`config.mk`:
```
export PLATFORM = sky130hd
export DESIGN_NAME = vafc_config
export DESIGN_NICKNAME = d
export VERILOG_FILES = /design/src/verilog/vafc_axis_window.v /design/src/verilog/vafc_config.v
export VERILOG_INCLUDE_DIRS = /design/src /design/src/verilog
export SDC_FILE = /design/constraint.sdc
export NUM_CORES = 1
export LEC_CHECK = 0
export ABC_AREA = 1
export ABC_CLOCK_PERIOD_IN_PS = 4000
export CAP_MARGIN = 20
export CORE_ASPECT_RATIO = 1.2
export CORE_MARGIN = 2
export CORE_UTILIZATION = 40
export CTS_CLUSTER_DIAMETER = 40
export CTS_CLUSTER_SIZE = 24
export DETAILED_ROUTE_END_ITERATION = 10
export DONT_BUFFER_PORTS = 1
export GPL_ROUTABILITY_DRIVEN = 0
export PLACE_DENSITY_LB_ADDON = 0.05
export SKIP_CTS_REPAIR_TIMING = 1
export SLEW_MARGIN = 20
export SYNTH_ARGS = -nofsm -noshare
export SYNTH_HDL_FRONTEND = slang
export SYNTH_SLANG_ARGS = --single-unit
```
`constraint.sdc`:
```
create_clock -name core_clk_in -period 4 [get_ports core_clk_in]
set_clock_uncertainty 0.05 [all_clocks]
set_input_delay 0.2 -clock core_clk_in [delete_from_list [all_inputs] [get_ports core_clk_in]]
set_output_delay 0.2 -clock core_clk_in [all_outputs]
set_load 0.01 [all_outputs]
```
`src/verilog/vafc_regs.vh`:
```
// register indices, field layouts, reset values and limits of the video area / fifo config bank
// assumes a 16-bit indirect host port and a 512-entry compressed-data fifo
`ifndef VAFC_REGS_VH
`define VAFC_REGS_VH

`define VAFC_IDX_FIFO_LEVELS 8'h01
`define VAFC_IDX_H_START 8'h02
`define VAFC_IDX_H_END 8'h03
`define VAFC_IDX_V_START 8'h04
`define VAFC_IDX_V_END 8'h05
`define VAFC_IDX_LIMIT_EN 8'h07
`define VAFC_IDX_FIELD_LIMIT 8'h08
`define VAFC_IDX_MODE2 8'h09

`define VAFC_LEVELS_RANGE 7:0
`define VAFC_MODE2_RANGE 11:0
`define VAFC_ESL_RANGE 3:0
`define VAFC_DSL_RANGE 7:4
`define VAFC_COORD_RANGE 9:0
`define VAFC_LIMIT_EN_BIT 4
`define VAFC_CONTRAST_RANGE 2:0
`define VAFC_FIELD_POL_BIT 3
`define VAFC_RATE_RED_RANGE 8:4
`define VAFC_MEMORY_ERROR_FLAG_EN_BIT 9
`define VAFC_RSVD10_BIT 10
`define VAFC_IGNORE_FIELD_BIT 11

`define VAFC_RST_LEVELS 8'h88
`define VAFC_RST_START 10'h000
`define VAFC_RST_END 10'h3ff
`define VAFC_RST_LIMIT_EN 16'h0000
`define VAFC_RST_FIELD_LIMIT 16'hffff
`define VAFC_RST_MODE2 12'h401

`define VAFC_FIFO_DEPTH 11'h200
`define VAFC_LEVEL_SPAN 5'h10
`define VAFC_LEVEL_SHIFT 5
`define VAFC_LIMIT_LSB_ZERO 4'h0

`define VAFC_V_MAX_525 10'h20d
`define VAFC_V_MAX_625 10'h271
`define VAFC_VQB_MAX_525 10'h0f3
`define VAFC_VQB_MAX_625 10'h120
`define VAFC_H_MAX_DEFAULT 10'h2cf

`define VAFC_LUMA_MIN 8'h10
`define VAFC_CHROMA_ZERO 8'h80

`endif

```
`src/verilog/vafc_axis_window.v`:
```
// one axis of the area rectangle: clamps the end to the mode maximum and tests a position
// assumes all inputs come from flops on the same clock; purely combinational
module vafc_axis_window (
  input wire [9:0] start_in,
  input wire [9:0] end_in,
  input wire [9:0] max_in,
  input wire [9:0] pos_in,
  output wire inside_out
);
  wire [9:0] end_eff;
  assign end_eff = (end_in > max_in) ? max_in : end_in;
  assign inside_out = (pos_in >= start_in) && (pos_in <= end_eff) && (start_in <= end_eff);
endmodule // vafc_axis_window

```
`src/verilog/vafc_config.v`:
```
// indirect configuration bank: fifo service levels, area / quality box, field size limit, mode 2
// assumes the main mode bits and video timing come from logic on core_clk_in; field_pin_in is a pin
//
// Function
// - encode request when filled count reaches encode level times 32; zero disables
// - decode request when empty count reaches (16 - decode level) times 32
// - crop mode: samples outside rectangle become minimum luma, zero chroma
// - cropping only while encoding; image size unchanged, samples blacked
// - vertical coordinates count from 1 with blanking, horizontal from 0
// - quality box mode: outside box attenuated; vertical range 243 or 288
// - quality box uses same vertical values for every field
// - horizontal end above mode width uses the mode maximum
// - vertical end above mode line count uses the mode maximum
// - vertical and horizontal start are 10-bit, reset to zero
// - word count reaching limit raises size_limit_reached_out until the next field start, only while encoding with limit enable bit 4 set
// - limit register gives count bits 19:4, low bits zero, resets to ffff
// - 3-bit background contrast sets 6 to 30 dB attenuation; 000 illegal
// - field polarity bit inverts the field indicator; resets normal
// - keep one field, drop next N, repeating; zero keeps all
// - ignore-field bit stops black fields on repeated field indication in decode
// - service request flag follows live condition; pin mirrors it
// - main mode bit 14 selects crop or quality box interpretation
// - main mode bit 6 selects 525 or 625 line limits
`include "vafc_regs.vh"
module vafc_config #(
  parameter [9:0] H_MAX_525 = `VAFC_H_MAX_DEFAULT,
  parameter [9:0] H_MAX_625 = `VAFC_H_MAX_DEFAULT
) (
  input wire core_clk_in,
  input wire arst_n_in,
  input wire ce_in,
  input wire [7:0] host_index_in,
  input wire [15:0] host_wdata_in,
  input wire host_wr_in,
  input wire host_rd_in,
  output wire [15:0] host_rdata_out,
  output wire host_rvalid_out,
  input wire mode_quality_box_enable_in,
  input wire mode_625_line_in,
  input wire mode_encode_in,
  input wire [9:0] fifo_fill_count_in,
  output wire fifo_service_request_flag_out,
  output wire fifo_service_request_pin_out,
  input wire sample_valid_in,
  input wire [9:0] pixel_pos_in,
  input wire [9:0] frame_line_in,
  input wire [9:0] field_line_in,
  input wire [7:0] luma_in,
  input wire [7:0] chroma_in,
  output wire sample_valid_out,
  output wire [7:0] luma_out,
  output wire [7:0] chroma_out,
  output wire outside_box_out,
  output wire [2:0] background_contrast_out,
  input wire field_pin_in,
  input wire field_start_in,
  output wire field_indicator_out,
  output wire field_keep_out,
  output wire decode_black_field_out,
  input wire dword_written_in,
  output wire size_limit_reached_out,
  output wire memory_error_detect_en_out
);
  reg [7:0] levels_ff;
  reg [9:0] h_start_ff;
  reg [9:0] h_end_ff;
  reg [9:0] v_start_ff;
  reg [9:0] v_end_ff;
  reg [15:0] limit_en_ff;
  reg [15:0] field_limit_ff;
  reg [11:0] mode2_ff;
  reg [15:0] rdata_ff;
  reg rvalid_ff;
  reg [15:0] nxt_rdata;
  reg srq_ff;
  reg sample_valid_ff;
  reg [7:0] luma_ff;
  reg [7:0] chroma_ff;
  reg outside_ff;
  reg field_s1_ff;
  reg field_s2_ff;
  reg field_s3_ff;
  reg field_stable_ff;
  reg field_prev_ff;
  reg field_seen_ff;
  reg black_field_ff;
  reg [4:0] drop_cnt_ff;
  reg keep_ff;
  reg [19:0] dword_cnt_ff;
  reg limit_hit_ff;
  reg field_ind_ff;

  wire [3:0] encode_service_level;
  wire [3:0] decode_service_level;
  wire [10:0] fill_ext;
  wire [10:0] empty_cnt;
  wire [10:0] enc_thresh;
  wire [10:0] dec_thresh;
  wire [4:0] dsl_rest;
  wire nxt_srq;
  wire [9:0] h_max;
  wire [9:0] v_max;
  wire [9:0] v_pos;
  wire [19:0] limit_words;
  wire [1:0] axis_inside;
  wire [39:0] axis_bus;
  wire [39:0] axis_pos_bus;
  wire in_rect;
  wire nxt_black;
  wire [4:0] rate_n;
  wire field_repeat;

  // register write port
  always @(posedge core_clk_in or negedge arst_n_in)
  begin
    if (!arst_n_in)
    begin
      levels_ff <= `VAFC_RST_LEVELS;
      h_start_ff <= `VAFC_RST_START;
      v_start_ff <= `VAFC_RST_START;
      h_end_ff <= `VAFC_RST_END;
      v_end_ff <= `VAFC_RST_END;
      limit_en_ff <= `VAFC_RST_LIMIT_EN;
      field_limit_ff <= `VAFC_RST_FIELD_LIMIT;
      // bit 9 low, bit 10 high
      mode2_ff <= `VAFC_RST_MODE2;
    end
    else if (ce_in && host_wr_in)
    begin
      case (host_index_in)
        `VAFC_IDX_FIFO_LEVELS: levels_ff <= host_wdata_in[`VAFC_LEVELS_RANGE];
        `VAFC_IDX_H_START: h_start_ff <= host_wdata_in[`VAFC_COORD_RANGE];
        `VAFC_IDX_H_END: h_end_ff <= host_wdata_in[`VAFC_COORD_RANGE];
        `VAFC_IDX_V_START: v_start_ff <= host_wdata_in[`VAFC_COORD_RANGE];
        `VAFC_IDX_V_END: v_end_ff <= host_wdata_in[`VAFC_COORD_RANGE];
        `VAFC_IDX_LIMIT_EN: limit_en_ff <= host_wdata_in;
        `VAFC_IDX_FIELD_LIMIT: field_limit_ff <= host_wdata_in;
        `VAFC_IDX_MODE2: mode2_ff <= host_wdata_in[`VAFC_MODE2_RANGE];
        default: levels_ff <= levels_ff;
      endcase
    end
  end

  // area registers are write only and read back zero, as does any unmapped index
  always @*
  begin
    nxt_rdata = 16'h0000;
    case (host_index_in)
      `VAFC_IDX_FIFO_LEVELS: nxt_rdata = {8'h00, levels_ff};
      `VAFC_IDX_LIMIT_EN: nxt_rdata = limit_en_ff;
      `VAFC_IDX_FIELD_LIMIT: nxt_rdata = field_limit_ff;
      `VAFC_IDX_MODE2: nxt_rdata = {4'h0, mode2_ff};
      default: nxt_rdata = 16'h0000;
    endcase
  end

  always @(posedge core_clk_in or negedge arst_n_in)
  begin
    if (!arst_n_in)
    begin
      rdata_ff <= 16'h0000;
      rvalid_ff <= 1'b0;
    end
    else if (ce_in)
    begin
      rvalid_ff <= host_rd_in;
      if (host_rd_in)
      begin
        rdata_ff <= nxt_rdata;
      end
    end
  end

  assign host_rdata_out = rdata_ff;
  assign host_rvalid_out = rvalid_ff;

  // fifo service request thresholds
  assign encode_service_level = levels_ff[`VAFC_ESL_RANGE];
  assign decode_service_level = levels_ff[`VAFC_DSL_RANGE];
  assign fill_ext = {1'b0, fifo_fill_count_in};
  assign empty_cnt = `VAFC_FIFO_DEPTH - fill_ext;
  assign dsl_rest = `VAFC_LEVEL_SPAN - {1'b0, decode_service_level};
  assign enc_thresh = {7'h00, encode_service_level} << `VAFC_LEVEL_SHIFT;
  assign dec_thresh = {6'h00, dsl_rest} << `VAFC_LEVEL_SHIFT;
  assign nxt_srq = mode_encode_in ? ((encode_service_level != 4'h0) && (fill_ext >= enc_thresh)) :
                   ((decode_service_level != 4'h0) && (empty_cnt >= dec_thresh));

  always @(posedge core_clk_in or negedge arst_n_in)
  begin
    if (!arst_n_in)
    begin
      srq_ff <= 1'b0;
    end
    else if (ce_in)
    begin
      srq_ff <= nxt_srq;
    end
  end

  assign fifo_service_request_flag_out = srq_ff;
  assign fifo_service_request_pin_out = srq_ff;

  assign h_max = mode_625_line_in ? H_MAX_625 : H_MAX_525;
  assign v_max = mode_quality_box_enable_in ?
                 (mode_625_line_in ? `VAFC_VQB_MAX_625 : `VAFC_VQB_MAX_525) :
                 (mode_625_line_in ? `VAFC_V_MAX_625 : `VAFC_V_MAX_525);
  // crop uses frame line from 1
  assign v_pos = mode_quality_box_enable_in ? field_line_in : frame_line_in;

  assign axis_bus = {v_start_ff, v_end_ff, h_start_ff, h_end_ff};
  assign axis_pos_bus = {v_max, v_pos, h_max, pixel_pos_in};

  genvar g;
  generate
    for (g = 0; g < 2; g = g + 1)
    begin : g_axis
      vafc_axis_window u_axis (
        .start_in(axis_bus[g*20+19:g*20+10]),
        .end_in(axis_bus[g*20+9:g*20]),
        .max_in(axis_pos_bus[g*20+19:g*20+10]),
        .pos_in(axis_pos_bus[g*20+9:g*20]),
        .inside_out(axis_inside[g])
      );
    end
  endgenerate

  assign in_rect = &axis_inside;
  assign nxt_black = !mode_quality_box_enable_in && mode_encode_in && !in_rect;

  // one-stage sample path; black keeps the sample slot so the image size is unchanged
  always @(posedge core_clk_in or negedge arst_n_in)
  begin
    if (!arst_n_in)
    begin
      sample_valid_ff <= 1'b0;
      luma_ff <= 8'h00;
      chroma_ff <= 8'h00;
      outside_ff <= 1'b0;
    end
    else if (ce_in)
    begin
      sample_valid_ff <= sample_valid_in;
      if (sample_valid_in)
      begin
        luma_ff <= nxt_black ? `VAFC_LUMA_MIN : luma_in;
        chroma_ff <= nxt_black ? `VAFC_CHROMA_ZERO : chroma_in;
        outside_ff <= mode_quality_box_enable_in && !in_rect;
      end
    end
  end

  assign sample_valid_out = sample_valid_ff;
  assign luma_out = luma_ff;
  assign chroma_out = chroma_ff;
  assign outside_box_out = outside_ff;
  assign background_contrast_out = mode2_ff[`VAFC_CONTRAST_RANGE];
  assign memory_error_detect_en_out = mode2_ff[`VAFC_MEMORY_ERROR_FLAG_EN_BIT];

  // field pin: three flops, accepted only once the last two agree
  always @(posedge core_clk_in or negedge arst_n_in)
  begin
    if (!arst_n_in)
    begin
      field_s1_ff <= 1'b0;
      field_s2_ff <= 1'b0;
      field_s3_ff <= 1'b0;
      field_stable_ff <= 1'b0;
      field_ind_ff <= 1'b0;
    end
    else if (ce_in)
    begin
      field_s1_ff <= field_pin_in;
      field_s2_ff <= field_s1_ff;
      field_s3_ff <= field_s2_ff;
      if (field_s2_ff == field_s3_ff)
      begin
        field_stable_ff <= field_s3_ff;
      end
      field_ind_ff <= field_stable_ff ^ mode2_ff[`VAFC_FIELD_POL_BIT];
    end
  end

  assign field_indicator_out = field_ind_ff;

  assign rate_n = mode2_ff[`VAFC_RATE_RED_RANGE];
  assign field_repeat = field_seen_ff && (field_stable_ff == field_prev_ff);

  // per-field bookkeeping at each field start
  always @(posedge core_clk_in or negedge arst_n_in)
  begin
    if (!arst_n_in)
    begin
      drop_cnt_ff <= 5'h00;
      keep_ff <= 1'b1;
      field_prev_ff <= 1'b0;
      field_seen_ff <= 1'b0;
      black_field_ff <= 1'b0;
    end
    else if (ce_in && field_start_in)
    begin
      keep_ff <= (drop_cnt_ff == 5'h00);
      drop_cnt_ff <= (drop_cnt_ff >= rate_n) ? 5'h00 : drop_cnt_ff + 5'h01;
      field_prev_ff <= field_stable_ff;
      field_seen_ff <= 1'b1;
      black_field_ff <= !mode_encode_in && field_repeat && !mode2_ff[`VAFC_IGNORE_FIELD_BIT];
    end
  end

  assign field_keep_out = keep_ff;
  assign decode_black_field_out = black_field_ff;

  assign limit_words = {field_limit_ff, `VAFC_LIMIT_LSB_ZERO};

  // word counter saturates so a runaway field cannot wrap past the limit
  always @(posedge core_clk_in or negedge arst_n_in)
  begin
    if (!arst_n_in)
    begin
      dword_cnt_ff <= 20'h00000;
      limit_hit_ff <= 1'b0;
    end
    else if (ce_in)
    begin
      if (field_start_in)
      begin
        dword_cnt_ff <= 20'h00000;
        limit_hit_ff <= 1'b0;
      end
      else
      begin
        if (dword_written_in && (dword_cnt_ff != 20'hfffff))
        begin
          dword_cnt_ff <= dword_cnt_ff + 20'h00001;
        end
        limit_hit_ff <= limit_en_ff[`VAFC_LIMIT_EN_BIT] && mode_encode_in && (dword_cnt_ff >= limit_words);
      end
    end
  end

  assign size_limit_reached_out = limit_hit_ff;

endmodule // vafc_config

```
==> impl_metrics.tcl, run 1 <==
set metrics [dict create \
    status "complete, but fails checks" \
    violations "negative hold slack" \
    area_delta_synth_final_pct 11.9 \
    worst_ep_required_time_ns 4.27 \
    period_minus_slack_ns 3.44 \
    die-width_um 147 \
    antenna_cells 0 \
    crit_type "register to register" \
    fmax_mhz 291 \
    cts_tree "built" \
    post_synth_num_cell_types 50 \
    synthArstFlopShare_pct 100 \
    report.final.slew_viol_count 0 \
    row_count 62 \
    ys_seq_elements 163 \
    r2r-end "chroma_out[0]" \
    drive_above_1_share_pct 8.02 \
    ys.flop_type "dfrtp_1" \
    tns_ns 0 \
    die_y_um 175 \
    antenna_found_initial 0 \
    grt_max_degree 164 \
    yosysWarnings 0 \
    hold_viol 1 \
    clk_path_buf_depth 2 \
    slew_headroom_pct 33.2 \
    rr_worst_depth 22 \
    syn_area_um2 9800 \
    fillers 2465 \
    cts_htree_levels 4 \
    nNetsFinal 1455 \
    path_clk_slew_ns 0.07 \
    vias_per_cell 5.03 \
    r2r_slack_ns 0.56 \
    hold_class "primary input to register" \
    cap_violations 0 \
    clock_sinks 163 \
    min_to "dword_cnt_ff[16]" \
    synth-seq-area-share_pct 42.1 \
    cts_root_buf "clkbuf_16" \
    p_leak_nw 5.16 \
    final_util_pct 45.6 \
    grt_pass1_wl_um 41900 \
    synth_top_cell_by_area "dfrtp_1" \
    synth_top_area_share_pct 31.1 \
    cp.arrival_ns 3.71 \
    drtPass1Iterations 4 \
    avgSynthCellArea_um2 7.91 \
    rsz0062_at_grt "no" \
    synth.most_common_cell "nand2_1" \
    vias 8013 \
    syn_nets 1435 \
    r2r_start "v_end_ff[9]" \
    numCtsBuffers 17 \
    cp-end-kind "register" \
    die_area_um2 25800 \
    vdd_drop_max_v 0.000265 \
    setup_viol 0 \
    grt_pass1_vias 7875 \
    routed_wl_um 26500 \
    drc_errors 0 \
    hold_start "dword_written_in" \
    drtIter0Drc 423 \
    ant_nets 0 \
    whs_ns -0.0307 \
    synth_edf_count 0 \
    stdcell_count 1592 \
    setup.worst_path.start_class "register" \
    min_path_cells 2 \
    pin_count 137 \
    synth_top_cells_by_count "340 x nand2_1, 165 x inv_1, 158 x o21ai_0" \
    wl_per_cell_um 16.6 \
    worst-path-max-fanout 16 \
    start_util_pct 40.8 \
    dpl.cell_count 1530 \
    grtUsageTotal_pct 20.9 \
    cellPowerDensity_nw_per_um2 346 \
    overflow 0 \
    syn_inst 1239 \
    coreArea_um2 24000 \
    port_buffers 0 \
    worst_slew_pin_slew_ns 1.00 \
    period_share_pct 86.0 \
    synthTopCellsByArea "dfrtp_1 31%, ha_1 13%, nand2_1 13%" \
    place_hpwl_um 19600 \
    clock_latency_ns 0.43 \
]
==> registers in the layout (all words and copies together), names as in the netlist, 5 cells and up <==
name,cells
luma_out,8
dword_cnt_ff,20
field_limit_ff,16
h_end_ff,10
mode2_ff,12
host_rdata_out,16
limit_en_ff,16
v_end_ff,10
h_start_ff,10
drop_cnt_ff,5
levels_ff,8
chroma_out,8
v_start_ff,10
==> layout by cell type (no fill, tap or decap), types with 4 or more instances in the layout <==
cell           netlist  layout
xor2_1               8       8
nand4_1             16      16
nor4_1               4       4
o22ai_1              4       4
o2111ai_1            4       4
nand2_1            340     339
a221oi_1             5       5
nor3_1              13      12
or2_2                4       4
nor2_1              74      74
dfstp_2             41      41
o21ai_0            158     158
a21oi_1             51      51
nand2_2              3       4
o21bai_1             5       5
a21o_1               4       4
a211oi_1             5       5
buf_4                4       5
inv_6                0       5
nand3_1             33      33
inv_1              165     165
a31oi_1              4       4
dlygate4sd3_1        0      28
ha_1               104     104
clkbuf_16            0      17
dfrtp_1            122     122
==> worst max-delay path by stage <==
stage | endpoint | startpoint | slack, ns
after floorplan | chroma_out[5] | v_end_ff[9] | 0.93
after global placement | luma_out[1] | mode_quality_box_enable_in | 0.55
after detailed placement | chroma_out[6] | mode_quality_box_enable_in | 0.43
after CTS | chroma_out[0] | v_end_ff[9] | 0.51
after global routing | luma_out[1] | v_end_ff[9] | 0.09
final | chroma_out[0] | v_end_ff[9] | 0.56
==> critical path: stages (launching register included) <==
cell	delay (ns)
dfstp_2	0.55
ha_1	0.24
a21oi_1	0.13
a21boi_0	0.23
nand3_2	0.13
nand2_2	0.14
inv_1	0.13
nand2_1	0.09
o21ai_0	0.14
ha_1	0.34
nand4_1	0.10
inv_1	0.10
nand2_1	0.08
o21ai_0	0.14
inv_1	0.05
nor2_1	0.10
nor2_1	0.05
nand2_1	0.06
nand2_1	0.06
nand3_2	0.12
nand2_4	0.16
nand2_1	0.10
nand2_1	0.05
==> where the power goes <==
group	internal [mW]	total, mW	leakage [nW]	switching, mW
clock	0.811	1.54	0.269	0.731
combinational	0.173	0.462	2.81	0.289
sequential	1.73	1.79	2.08	0.0688
==> logic make-up after synthesis <==
family	Yosys count	synth area share (%)
AOI/OAI and AO/OA	257	14.4
muxes	1	0.102
buffers and inverters	203	8.02
xor gates and xnor gates	10	0.893
and+or+nand+nor	501	21.2
adders and majority gates	104	13.3
DFF	163	42.1
==> per-layer routing <==
layer / GRT usage, % / wire [um] / vias to the layer above / part of all wire [%]
met2: 36.6 / 13000 / 127 / 49
met1: 26.3 / 12000 / 3748 / 45
li1: - / - / 4111 / -
met5: 0 / 0 / - / 0
met4: 5.41 / 359 / 0 / 1.4
met3: 4.31 / 1160 / 27 / 4.4
==> area by class of cell <==
cell class                 count  area, um^2  area share (%)
inverter                     169         634            5.78
tap                          320         400            3.65
clock buffer                  17         425            3.88
timing repair buffer          35         360            3.29
multi-input combinational    873        4890            44.6
sequential                   163        4130            37.7
clock inverter                15         123            1.12
==> stage by stage <==
stage / total power [mW] / hold WS, ns / instance area, um^2 / worst slack (ns)
2_1_floorplan: 2.12 / -0.146 / 9800 / 0.927
3_3_place_gp: 2.22 / -0.141 / 10100 / 0.550
3_5_place_dp: 2.23 / -0.140 / 10100 / 0.430
4_1_cts: 3.79 / -0.613 / 10600 / 0.511
5_1_grt: 4.00 / 0.00716 / 11000 / 0.0864
6_report: 3.80 / -0.0307 / 11000 / 0.560
No activity file was read; power rests on OpenSTA's default activity.
==> inputs of run 2 (changes only) <==
==> constraint.sdc (replaced) <==
create_clock -name core_clk_in -period 4 [get_ports core_clk_in]
set_clock_uncertainty 0.05 [all_clocks]
set_input_delay 0.8 -clock core_clk_in [delete_from_list [all_inputs] [get_ports core_clk_in]]
set_output_delay 0.8 -clock core_clk_in [all_outputs]
set_load 0.01 [all_outputs]
==> run 2 against run 1 <==
  * The flow now finishes without violations
  * Largest cell class unchanged
  * Setup slack got worse by 0.066 ns
  * Critical path type is now primary input to register
  * Cell count is 1.6% lower
  * Global-route usage increased by 0.13 points
  * Hold slack gained 0.054 ns
  * Sequential power about the same
  * Critical path depth rose by 4
  * First-iteration DRC count decreased by 26%
  * Flip-flop and latch count unchanged
  * Core utilization shrank 1.1 points
  * Power barely moved
  * Die area is the same
  * Combinational power decreased by 11%
==> impl_metrics.tcl, run 2 (synthesized netlist as in run 1, its figures left out) <==
set metrics [dict create \
    slew_headroom_pct 37.5 \
    nNetsFinal 1430 \
    die_y_um 175 \
    largest_register "dword_cnt_ff" \
    worst_ep_required_time_ns 4.27 \
    p_leak_nw 5.04 \
    whs_ns 0.0234 \
    place_area_um2 10100 \
    layout_common_cells "340 x nand2_1, 165 x inv_1, 158 x o21ai_0, 122 x dfrtp_1, 104 x ha_1" \
    clock_sinks 163 \
    vias_per_cell 4.99 \
    antenna_found_initial 0 \
    preCtsSetupSlack_ns 0.0427 \
    die-width_um 147 \
    path_clk_slew_ns 0.06 \
    cap_violations 0 \
    worst-path-max-fanout 16 \
    status "completed" \
    tns_ns 0 \
    routed_wl_um 26300 \
    wl_per_cell_um 16.8 \
    place_hpwl_um 19900 \
    row_count 62 \
    worst_slew_pin_slew_ns 0.936 \
    rsz0062_at_grt "no" \
    port_buffers 0 \
    critPathBufInv 5 \
    vias 7821 \
    met1_usage_pct 26.1 \
    period_share_pct 87.6 \
    cts_tree "built" \
    start_util_pct 40.8 \
    die_area_um2 25800 \
    cts_root_buf "clkbuf_16" \
    grt.busiest_layer "met2" \
    critical-path-max-stage-delay_ns 0.34 \
    overflow 0 \
    grt_use_met3_pct 4.70 \
    crit_top_cell "nand2_1" \
    cp.arrival_ns 3.77 \
    slowest_stage "ha_1" \
    grt_max_degree 164 \
    drtPass1Iterations 5 \
    setup_ws_ns 0.494 \
    period_minus_slack_ns 3.51 \
    pin_count 137 \
    fmax_mhz 285 \
    setup.worst_path.start_class "primary input" \
    drtIter0Drc 312 \
    largest_reg_flops 20 \
    fin_area_um2 10700 \
    cp_top_family "simple AND/OR/NAND/NOR gates" \
    grt_pass1_wl_um 42000 \
    clock_latency_ns 0.43 \
    final_common_cell "nand2_1" \
    cellPowerDensity_nw_per_um2 354 \
    drc_errors 0 \
    finalPower_mw 3.79 \
    antenna_cells 0 \
    area_delta_synth_final_pct 9.20 \
    grtUsageTotal_pct 21.0 \
    fillers 2481 \
    ant_nets 0 \
    grt_pass1_vias 7778 \
    hold_viol 0 \
    report.final.slew_viol_count 0 \
    hold_class "primary input to async pin" \
    vdd_drop_max_v 0.000275 \
    cp-end-kind "register" \
    coreArea_um2 24000 \
    crit_type "primary input to register" \
    cts_htree_levels 4 \
    clk_path_buf_depth 2 \
    numCtsBuffers 17 \
    drive_above_1_share_pct 8.10 \
    use_met2_pct 37.1 \
    setup_viol 0 \
    r2r_slack_ns 0.59 \
]
## run 2: final timing paths
check | start | to | cells past startpoint
min in group core_clk_in | field_s2_ff | field_s2_ff | 2
max in group asynchronous | arst_n_in | h_start_ff[9] | 1
worst max register to register | v_end_ff[9] | luma_out[7] | 22
worst min-delay path | arst_n_in | chroma_out[0] | 0
worst max-delay path | mode_625_line_in | luma_out[7] | 26
worst min register to register | field_s2_ff | field_s2_ff | 2
## run 2: through the flow
step                instances  util (%)
global route             1567      44.5
detailed placement       1533      42.1
finish                   1567      44.5
CTS                      1565      44.4
global placement         1533      42.1
floorplan                1239         -
## run 2: worst register-to-register path: cells and delay by family (launching register included)
| family | cells | cell delay [ns] |
|---|---|---|
| simple gates | 13 | 1.19 |
| compound gates | 4 | 0.66 |
| fa+ha+maj | 2 | 0.58 |
| buf+inv | 3 | 0.26 |
| flops | 1 | 0.56 |
## run 2: final cells by class
type / instances / area [um^2] / area share, %
Clock buffer: 19 / 443 / 4.14
Clock inverter: 13 / 125 / 1.17
Inverter: 169 / 634 / 5.93
Multi-Input combinational cell: 873 / 4890 / 45.7
Sequential cell: 163 / 4130 / 38.6
Tap cell: 320 / 400 / 3.74
Timing Repair Buffer: 10 / 80.1 / 0.748
## run 2: report_power, final
| part | total, mW | leakage, nW | internal, mW | switching, mW |
|---|---|---|---|---|
| combinational | 0.412 | 2.70 | 0.153 | 0.259 |
| clock | 1.59 | 0.263 | 0.882 | 0.706 |
| sequential | 1.79 | 2.08 | 1.73 | 0.0693 |
| total | 3.79 | 5.04 | 2.76 | 1.03 |
## run 2: metal layers
metal / vias up / share of wire [%] / wire [um]
met1: 3606 / 44 / 11600
met5: - / 0 / 0
met3: 20 / 4.8 / 1250
met4: 0 / 1.4 / 359
li1: 4051 / - / -
met2: 144 / 50 / 13200
